**config.mk**
```make
export PLATFORM = sky130hd
export DESIGN_NAME = rdf_filter
export DESIGN_NICKNAME = d
export VERILOG_FILES = /design/src/rdf_pkg.sv /design/src/rdf_filter.sv /design/src/rdf_hash_crc.sv
export SDC_FILE = /design/constraint.sdc
export NUM_CORES = 1
export LEC_CHECK = 0
export BUFFER_PORTS_ARGS = -buffer_cell sky130_fd_sc_hd__buf_4
export CAP_MARGIN = 10
export CELL_PAD_IN_SITES_DETAIL_PLACEMENT = 1
export CELL_PAD_IN_SITES_GLOBAL_PLACEMENT = 1
export CORE_ASPECT_RATIO = 2
export CORE_MARGIN = 2
export CORE_UTILIZATION = 25
export DETAILED_ROUTE_END_ITERATION = 8
export GPL_TIMING_DRIVEN = 0
export PLACE_DENSITY_LB_ADDON = 0.1
export SLEW_MARGIN = 5
export SYNTH_ARGS = -nofsm -noshare
export SYNTH_HDL_FRONTEND = slang
export SYNTH_HIERARCHICAL = 1
export SYNTH_SLANG_ARGS = --single-unit
```
**constraint.sdc**
```tcl
create_clock -name core_clk -period 4.9 [get_ports core_clk]
set_input_delay 0.98 -clock core_clk [delete_from_list [all_inputs] [get_ports core_clk]]
set_output_delay 0.98 -clock core_clk [all_outputs]
set_load 0.02 [all_outputs]
```
**src/rdf_pkg.sv**
```systemverilog
// Purpose: constants for the receive destination address filter
// Assumes: 32-bit Avalon-MM register bus, byte addresses
// Notes: hash table is 64 bits over four 16-bit registers
package rdf_pkg;
  // register byte addresses (each register one aligned word)
  localparam logic [7:0] ADDR_STATION_LOW = 8'h10;
  localparam logic [7:0] ADDR_STATION_MID = 8'h14;
  localparam logic [7:0] ADDR_STATION_HIGH = 8'h18;
  localparam logic [7:0] ADDR_RX_CTRL_ONE = 8'h74;
  localparam logic [7:0] ADDR_RX_CTRL_TWO = 8'h78;
  localparam logic [7:0] ADDR_HASH_BASE = 8'hA0;
  localparam logic [7:0] ADDR_FRAME_STAT = 8'hC0;
  localparam logic [7:0] ADDR_DROP_COUNT = 8'hC4;
  // receive_control_one field positions
  localparam int RXC_ENABLE = 0;
  localparam int RXC_INVERSE = 1;
  localparam int RXC_ALL = 4;
  localparam int RXC_UNI_EN = 5;
  localparam int RXC_MULTI_EN = 6;
  localparam int RXC_MULTI_SEL = 8;
  localparam int RXC_PHYS_SEL = 11;
  // receive_control_two field positions
  localparam int RXC2_SA_DROP = 0;
  // reset values: hash perfect scheme, receive paths enabled
  localparam logic [15:0] RX_CTRL_ONE_RST = 16'h0861;
  localparam logic [15:0] RX_CTRL_TWO_RST = 16'h0000;
  localparam logic [15:0] STATION_RST = 16'h0000;
  localparam logic [15:0] HASH_RST = 16'h0000;
  // frame layout
  localparam int ADDR_BYTES = 6;
  localparam int HEADER_BYTES = 12;
  // hash index: top six bits of the crc over the destination
  localparam int HASH_IDX_LSB = 26;
  localparam logic [31:0] CRC_POLY = 32'hEDB88320;
  localparam logic [31:0] CRC_INIT = 32'hFFFFFFFF;
endpackage

```
**src/rdf_filter.sv**
```systemverilog
// Purpose: receive destination address filter with register file
// Assumes: frame bytes from the receive mac on core_clk, no fcs
// Notes: frame is held back until the source address is seen
`timescale 1ns/100ps
// What this block does
// - perfect: pass only exact station match
// - inverse perfect: pass non-matching destinations
// - hash only: all frames through hash
// - inverse hash only: pass hash rejects
// - default: unicast exact, multicast hash
// - inverse hash perfect: pass default rejects
// - promiscuous: accept every frame that the receive enables and own source drop let through
// - unicast hash, multicast always passed
// - unicast exact, multicast always passed
// - multicast hash, unicast always passed
// - multicast exact, unicast always passed
// - optionally drop own source address
// - first destination bit picks multicast
// - compare against station or hash registers
module rdf_filter (
  // clock and reset
  input wire logic core_clk,
  input wire logic rst_n,
  // avalon-mm slave
  input wire logic [7:0] avs_address,
  input wire logic avs_read,
  input wire logic avs_write,
  input wire logic [31:0] avs_writedata,
  input wire logic [3:0] avs_byteenable,
  output logic [31:0] avs_readdata,
  output logic avs_waitrequest,
  // receive byte stream in
  input wire logic rxValid,
  input wire logic [7:0] rxData,
  input wire logic rxLast,
  // filtered stream to receive queue
  output logic qValid,
  output logic [7:0] qData,
  output logic qLast
);
  import rdf_pkg::*;

  typedef enum {ST_IDLE, ST_HEAD, ST_REPLAY, ST_PASS, ST_DROP} rdf_state_t;

  // registers
  logic [15:0] ctrlOne_ff, nxt_ctrlOne;
  logic [15:0] ctrlTwo_ff, nxt_ctrlTwo;
  logic [15:0] station_ff [3], nxt_station [3];
  logic [15:0] hash_ff [4], nxt_hash [4];
  logic [31:0] rdata_ff, nxt_rdata;
  logic ack_ff, nxt_ack;
  logic waitReq_ff, nxt_waitReq;
  logic wrNow;
  logic [15:0] dropCnt_ff, nxt_dropCnt;
  logic lastAccept_ff, nxt_lastAccept;
  // frame path
  rdf_state_t state_ff, nxt_state;
  logic [7:0] head_ff [HEADER_BYTES], nxt_head [HEADER_BYTES];
  logic [3:0] cnt_ff, nxt_cnt;
  logic qValid_ff, nxt_qValid;
  logic [7:0] qData_ff, nxt_qData;
  logic qLast_ff, nxt_qLast;
  logic [5:0] hashIdx;
  logic crcClear;
  logic crcFeed;
  logic [47:0] stationAddr;
  logic [47:0] destAddr;
  logic [47:0] srcAddr;
  logic [63:0] hashTable;
  logic isMulti, daExact, hashHit, accept, saDrop, decideNow;
  logic [3:0] scheme;

  // station address word k carries bytes 2k, 2k+1, first wire byte lowest
  function automatic logic [47:0] pack6(input logic [7:0] b [HEADER_BYTES], input int base);
    logic [47:0] r;
    r = '0;
    for (int i = 0; i < ADDR_BYTES; i++) begin
      r[8*i +: 8] = b[base + i];
    end
    return r;
  endfunction

  // merge a 16-bit register with byte enables
  function automatic logic [15:0] merge16(input logic [15:0] old, input logic [31:0] wd,
                                          input logic [3:0] be);
    return {be[1] ? wd[15:8] : old[15:8], be[0] ? wd[7:0] : old[7:0]};
  endfunction

  assign stationAddr = {station_ff[2], station_ff[1], station_ff[0]};
  assign hashTable = {hash_ff[3], hash_ff[2], hash_ff[1], hash_ff[0]};
  assign destAddr = pack6(head_ff, 0);
  assign srcAddr = pack6(head_ff, ADDR_BYTES);
  assign isMulti = head_ff[0][0]; // first bit on the wire
  assign daExact = (destAddr == stationAddr);
  assign hashHit = hashTable[hashIdx];
  assign saDrop = ctrlTwo_ff[RXC2_SA_DROP] && (srcAddr == stationAddr);

  // scheme decode on pass-all, inverse, physical select, multicast select
  always_comb begin
    logic all, inv, phy, mul, base;
    all = ctrlOne_ff[RXC_ALL];
    inv = ctrlOne_ff[RXC_INVERSE];
    phy = ctrlOne_ff[RXC_PHYS_SEL];
    mul = ctrlOne_ff[RXC_MULTI_SEL];
    base = 1'b0;
    case ({all, inv, phy, mul})
      4'b0011: base = daExact;
      4'b0111: base = !daExact;
      4'b0000: base = hashHit;
      4'b0100: base = !hashHit;
      4'b0010: base = isMulti ? hashHit : daExact;
      4'b0110: base = !(isMulti ? hashHit : daExact);
      4'b1100: base = 1'b1;
      4'b1000: base = isMulti ? 1'b1 : hashHit;
      4'b1011: base = isMulti ? 1'b1 : daExact;
      4'b1010: base = isMulti ? hashHit : 1'b1;
      4'b1001: base = isMulti ? daExact : 1'b1;
      default: base = 1'b0;
    endcase
    // enables are software's job; honoured here as gates
    accept = base && !saDrop && ctrlOne_ff[RXC_ENABLE]
             && (isMulti ? ctrlOne_ff[RXC_MULTI_EN] : ctrlOne_ff[RXC_UNI_EN]);
  end

  // crc runs over the six destination bytes only
  assign crcClear = (state_ff == ST_IDLE);
  assign crcFeed = rxValid && (state_ff == ST_HEAD || state_ff == ST_IDLE)
                   && (cnt_ff < 4'(ADDR_BYTES));

  rdf_hash_crc u_crc (
    .core_clk(core_clk),
    .rst_n(rst_n),
    .clear(crcClear),
    .byteValid(crcFeed),
    .byteData(rxData),
    .hashIdx(hashIdx)
  );

  // frame path: buffer header, decide, then replay or discard
  always_comb begin
    nxt_state = state_ff;
    nxt_head = head_ff;
    nxt_cnt = cnt_ff;
    nxt_qValid = 1'b0;
    nxt_qData = qData_ff;
    nxt_qLast = 1'b0;
    nxt_dropCnt = dropCnt_ff;
    nxt_lastAccept = lastAccept_ff;
    case (state_ff)
      ST_IDLE, ST_HEAD: begin
        if (rxValid) begin
          nxt_head[cnt_ff] = rxData;
          nxt_cnt = cnt_ff + 4'd1;
          nxt_state = ST_HEAD;
          if (rxLast) begin
            // runt frame: ends within the twelve header bytes, discard
            nxt_state = ST_IDLE;
            nxt_cnt = '0;
            nxt_dropCnt = dropCnt_ff + 16'd1;
          end else if (cnt_ff == 4'(HEADER_BYTES - 1)) begin
            nxt_state = ST_REPLAY;
            nxt_cnt = '0;
          end
        end
      end
      ST_REPLAY: begin
        // decision taken once the header is complete
        if (cnt_ff == '0 && !accept) begin
          nxt_state = ST_DROP;
          nxt_lastAccept = 1'b0;
          nxt_dropCnt = dropCnt_ff + 16'd1;
        end else begin
          nxt_lastAccept = 1'b1;
          nxt_qValid = 1'b1;
          nxt_qData = head_ff[cnt_ff];
          nxt_cnt = cnt_ff + 4'd1;
          if (cnt_ff == 4'(HEADER_BYTES - 1)) begin
            nxt_state = ST_PASS;
            nxt_cnt = '0;
          end
        end
      end
      ST_PASS: begin
        if (rxValid) begin
          nxt_qValid = 1'b1;
          nxt_qData = rxData;
          nxt_qLast = rxLast;
          if (rxLast) begin
            nxt_state = ST_IDLE;
          end
        end
      end
      ST_DROP: begin
        if (rxValid && rxLast) begin
          nxt_state = ST_IDLE; // rest of frame swallowed
        end
      end
      default: nxt_state = ST_IDLE;
    endcase
  end

  always_ff @(posedge core_clk or negedge rst_n) begin
    if (!rst_n) begin
      state_ff <= ST_IDLE;
      cnt_ff <= '0;
      qValid_ff <= 1'b0;
      qData_ff <= 8'h00;
      qLast_ff <= 1'b0;
      dropCnt_ff <= 16'h0000;
      lastAccept_ff <= 1'b0;
      for (int i = 0; i < HEADER_BYTES; i++) begin
        head_ff[i] <= 8'h00;
      end
    end else begin
      state_ff <= nxt_state;
      cnt_ff <= nxt_cnt;
      qValid_ff <= nxt_qValid;
      qData_ff <= nxt_qData;
      qLast_ff <= nxt_qLast;
      dropCnt_ff <= nxt_dropCnt;
      lastAccept_ff <= nxt_lastAccept;
      head_ff <= nxt_head;
    end
  end

  // register slave: one wait cycle, then the answer; a write lands on the answer edge
  assign wrNow = avs_write && ack_ff;
  always_comb begin
    nxt_ctrlOne = ctrlOne_ff;
    nxt_ctrlTwo = ctrlTwo_ff;
    nxt_station = station_ff;
    nxt_hash = hash_ff;
    nxt_rdata = rdata_ff;
    nxt_ack = 1'b0;
    if (avs_read || avs_write) begin
      nxt_ack = !ack_ff;
      nxt_rdata = 32'h00000000; // unmapped reads give zero
      case (avs_address)
        ADDR_RX_CTRL_ONE: begin
          nxt_rdata = {16'h0000, ctrlOne_ff};
          if (wrNow) nxt_ctrlOne = merge16(ctrlOne_ff, avs_writedata, avs_byteenable);
        end
        ADDR_RX_CTRL_TWO: begin
          nxt_rdata = {16'h0000, ctrlTwo_ff};
          if (wrNow) nxt_ctrlTwo = merge16(ctrlTwo_ff, avs_writedata, avs_byteenable);
        end
        ADDR_STATION_LOW, ADDR_STATION_MID, ADDR_STATION_HIGH: begin
          nxt_rdata = {16'h0000, station_ff[avs_address[3:2]]};
          if (wrNow) begin
            nxt_station[avs_address[3:2]] =
              merge16(station_ff[avs_address[3:2]], avs_writedata, avs_byteenable);
          end
        end
        ADDR_FRAME_STAT: nxt_rdata = {30'h0, lastAccept_ff, state_ff == ST_DROP};
        ADDR_DROP_COUNT: nxt_rdata = {16'h0000, dropCnt_ff};
        default: begin
          if (avs_address[7:4] == ADDR_HASH_BASE[7:4]) begin
            nxt_rdata = {16'h0000, hash_ff[avs_address[3:2]]};
            if (wrNow) begin
              nxt_hash[avs_address[3:2]] =
                merge16(hash_ff[avs_address[3:2]], avs_writedata, avs_byteenable);
            end
          end
        end
      endcase
      // read data must stand through the answer edge; writes leave it alone
      if (avs_write || ack_ff) nxt_rdata = rdata_ff;
    end
    nxt_waitReq = !nxt_ack; // registered so the pin comes straight from a flop
  end

  always_ff @(posedge core_clk or negedge rst_n) begin
    if (!rst_n) begin
      ctrlOne_ff <= RX_CTRL_ONE_RST;
      ctrlTwo_ff <= RX_CTRL_TWO_RST;
      rdata_ff <= 32'h00000000;
      ack_ff <= 1'b0;
      waitReq_ff <= 1'b1;
      for (int i = 0; i < 3; i++) station_ff[i] <= STATION_RST;
      for (int i = 0; i < 4; i++) hash_ff[i] <= HASH_RST;
    end else begin
      ctrlOne_ff <= nxt_ctrlOne;
      ctrlTwo_ff <= nxt_ctrlTwo;
      rdata_ff <= nxt_rdata;
      ack_ff <= nxt_ack;
      waitReq_ff <= nxt_waitReq;
      station_ff <= nxt_station;
      hash_ff <= nxt_hash;
    end
  end

  assign avs_readdata = rdata_ff;
  assign avs_waitrequest = waitReq_ff;
  assign qValid = qValid_ff;
  assign qData = qData_ff;
  assign qLast = qLast_ff;

  // checks: decision cycle and active scheme code
  assign scheme = {ctrlOne_ff[RXC_ALL], ctrlOne_ff[RXC_INVERSE], ctrlOne_ff[RXC_PHYS_SEL],
                   ctrlOne_ff[RXC_MULTI_SEL]};
  assign decideNow = (state_ff == ST_REPLAY) && (cnt_ff == '0);
endmodule // rdf_filter

```
**src/rdf_hash_crc.sv**
```systemverilog
// Purpose: byte-serial crc-32 that yields the hash index
// Assumes: bytes arrive lsb first on the wire, crc reflected
// Notes: cleared at each frame start
`timescale 1ns/100ps
module rdf_hash_crc (
  // clock and reset
  input wire logic core_clk,
  input wire logic rst_n,
  // byte stream
  input wire logic clear,
  input wire logic byteValid,
  input wire logic [7:0] byteData,
  // result
  output logic [5:0] hashIdx
);
  import rdf_pkg::*;
  logic [31:0] crc_ff;
  logic [31:0] nxt_crc;

  // one byte of the reflected crc per cycle
  function automatic logic [31:0] crcByte(input logic [31:0] c, input logic [7:0] d);
    logic [31:0] r;
    r = c;
    for (int i = 0; i < 8; i++) begin
      r = (r[0] ^ d[i]) ? ((r >> 1) ^ CRC_POLY) : (r >> 1);
    end
    return r;
  endfunction

  // next crc value
  always_comb begin
    nxt_crc = crc_ff;
    if (byteValid) begin
      // start byte seeds from init, so back-to-back frames need no idle gap
      nxt_crc = crcByte(clear ? CRC_INIT : crc_ff, byteData);
    end else if (clear) begin
      nxt_crc = CRC_INIT;
    end
  end

  always_ff @(posedge core_clk or negedge rst_n) begin
    if (!rst_n) begin
      crc_ff <= CRC_INIT;
    end else begin
      crc_ff <= nxt_crc;
    end
  end

  // bit selection of the finished crc
  assign hashIdx = crc_ff[HASH_IDX_LSB +: 6];
endmodule // rdf_hash_crc

```
==> flow_metrics.py <==
metrics = {
    "sta": {
        "tns_ns": 0,
        "rsz0062_at_grt": "no",
        "fin_crit_sh_pct": 89.02,
        "worstMarginPinSlew_ns": 1.289,
        "max_freq_mhz": 229.2,
        "setup_viol": 0,
        "slew_viol_final": 0,
        "maxSlewHeadroom_pct": 14.07,
        "finalCriticalPeriod_ns": 4.362,
        "hold_viol_final": 0,
        "fin_worst_skew_ns": 0.02804,
    },
    "cts": {
        "cts_hold_buffers": 0,
        "cts.sinks": 324,
        "clk_latency_ns": 0.60,
        "cts_made_buffers": 38,
        "htree_levels": 2,
        "cts_setup_buffers": 1,
        "cts_tree": "built",
        "post_cts_resized": 0,
        "path_clk_slew_ns": 0.06,
        "cts-root-buf": "clkbuf_16",
        "cts_buffer_depth": 3,
    },
    "synthesis": {
        "syn_inst": 1627,
        "synthesis.area_mm2": 0.01830,
        "synth.largest_area_cell": "dfrtp_1",
        "synth_enable_flop_cells": 0,
        "ys_seq_area_share_pct": 44.56,
        "ys_seq_elements": 324,
        "async_reset_ff_share_pct": 100.0,
        "yosys-top-cells-area": "dfrtp_1 (39%), mux2_2 (12%), mux4_2 (5.9%)",
        "syn_area_per_cell_um2": 11.25,
        "yosysTopAreaCellShare_pct": 39.25,
        "synth-main-ff-cell": "dfrtp_1",
        "yosysWarnings": 6,
        "synthDistinctLibCells": 75,
    },
    "setup_path": {
        "crit_path_start_kind": "flip-flop",
        "reg2reg_depth": 11,
        "crit_required_ns": 5.41,
        "rrSetupSlack_ns": 0.54,
        "cp_slowest_cell": "nor4_1",
        "regToRegStartpoint": "stationAddr[36]",
        "crit_path_end_kind": "flip-flop",
        "path_cells": "xor2_1, nor4_1, nand4_1, o41ai_1, nand4_1, o211a_1, o21ai_1, a21boi_0, o22ai_1, buf_2, mux2i_1",
        "slowest_delay_ns": 0.74,
        "cpMostUsedCell": "nand4_1",
        "critPathMaxFanout": 9,
        "crit_buf_inv": 1,
        "path_delay_family": "compound AO/OA/AOI/OAI gates",
        "critPathArrivalTime_ns": 4.87,
        "path_class": "flip-flop to flip-flop",
        "reg2reg_to": "qData[3]",
    },
    "floorplanning": {
        "io_pins": 101,
        "rows": 140,
        "core_area_mm2": 0.07269,
        "die_x_um": 195.3,
        "dieArea_mm2": 0.07551,
        "die_h_um": 386.6,
        "initial_core_util_pct": 25.17,
    },
    "place": {
        "place.port_buffers": 64,
        "gp_congestion": 0.9850,
        "hpwlAfterDp_mm": 63.08,
        "dp_cells": 2634,
    },
    "power": {
        "cellLeakagePower_uw": 0.009248,
        "p_per_area_mw_per_mm2": 580.6,
        "peakVddDrop_mv": 0.2277,
    },
    "routing": {
        "first_pass_iters": 7,
        "vias": 13831,
        "wl_per_cell_um": 29.39,
        "initialDrtViolationCount": 659,
        "via_per_inst": 5.115,
        "drcViolationCount": 0,
        "ant_nets": 0,
        "routed_wl_mm": 79.47,
    },
    "grt": {
        "grt_max_degree": 103,
        "grt.overflow.total": 0,
        "grt_pass1_wl_mm": 114.5,
        "grt_pass1_vias": 15403,
        "grt_util_all_layers_pct": 21.25,
        "antenna_found_initial": 0,
    },
    "cells_and_area": {
        "drive_above_1_share_pct": 26.73,
        "nets": 1815,
        "layout_commonest_cell": "dfrtp_1",
        "finish.utilization_pct": 29.42,
        "final_cell_mix": "dfrtp_1 (287), mux2_2 (190), o21ai_0 (102)",
        "insertedDiodeCount": 0,
        "stdcell_count": 2704,
        "syn_to_final_growth_pct": 16.88,
    },
    "status": {
        "outcome": "complete, no violations",
    },
    "run": {
        "maxCapViolations": 0,
    },
    "worst_hold_path": {
        "hold_path.class": "input pin to asynchronous set/reset pin",
    },
}
worst max-delay path by stage:
stage,from,end,depth (start not counted)
5_1_grt,cnt_ff[0],qData[4],14
6_report,stationAddr[36],qData[3],11
2_1_floorplan,u_crc/crc_ff[28],dropCnt_ff[12],13
3_5_place_dp,cnt_ff[0],dropCnt_ff[12],14
4_1_cts,cnt_ff[0],qData[0],14
3_3_place_gp,rst_n,hashTable[22],1
synthesized netlist by cell type (15+ instances only):
master / count
inv_1: 54
buf_4: 26
nor4_1: 31
a222oi_1: 15
nand2_1: 100
dfrtp_1: 287
a21oi_1: 43
nand4_1: 15
o21ai_0: 102
xnor2_1: 88
xor2_1: 79
mux4_2: 48
a31oi_1: 29
mux2i_1: 70
a22oi_1: 20
nor2_1: 93
dfstp_2: 37
mux2_2: 190
nand3_1: 16
clkbuf_1: 69
o22ai_1: 19
layout make-up:
class	instances	area [µm²]
flip-flops and latches	324	8154
repair buffers	70	596.8
clock buffers	56	1099
clock inverters	13	166.4
multi-input cells	1134	9371
plain buffers	129	640.6
fillers	8084	51310
inverters	55	206.4
well taps	923	1155
worst register-to-register path: stages, from the launching register on:
cell and delay (ns):
dfrtp_1 0.46, xor2_1 0.22, nor4_1 0.74, nand4_1 0.40
o41ai_1 0.73, nand4_1 0.16, o211a_1 0.20, o21ai_1 0.26
a21boi_0 0.28, o22ai_1 0.22, buf_2 0.37, mux2i_1 0.24
power breakdown:
part | internal, µW | switching (µW)
Sequential | 3410 | 742
Clock | 1680 | 1310
Combinational | 2270 | 3010
Total | 7360 | 5060
cells by family after synthesis:
family | Yosys count | share of synthesized area (%)
xor+xnor | 183 | 9.845
flops | 324 | 44.56
buf+inv | 184 | 4.629
mux | 308 | 21.43
compound gates | 292 | 10.34
simple gates | 330 | 8.840
other cells | 1 | 0.02049
fa+ha+maj | 5 | 0.3419
layer usage:
metal | share of wire, % | global-route usage, % | vias to the layer above
met5 | 0 | 0 | -
met4 | 6.4 | 11.83 | 0
met3 | 2.4 | 2.301 | 144
met2 | 57 | 42.61 | 298
met1 | 34 | 20.61 | 7281
li1 | - | - | 6108
state kept, by name, summed over array words and instances, names as in the netlist, 16 cells and up:
signal        cells
hashTable        64
destAddr         48
head_ff          48
stationAddr      48
u_crc/crc_ff     32
avs_readdata     16
ctrlOne_ff       16
ctrlTwo_ff       16
dropCnt_ff       16
metrics by stage:
| stage | power [µW] | setup WS, ns | hold slack [ns] | area, µm² |
|---|---|---|---|---|
| detailed placement | 9543 | -0.01364 | 0.4871 | 20120 |
| floorplan | 7523 | 1.506 | 0.4472 | 18360 |
| finish | 12420 | 0.5378 | 0.2423 | 21390 |
| CTS | 12620 | 0.4316 | 0.2196 | 21390 |
| global placement | 9429 | -0.6979 | 0.4783 | 19990 |
| global route | 13100 | 0.1218 | 0.2416 | 21390 |
(Power assumes the default switching activity.)
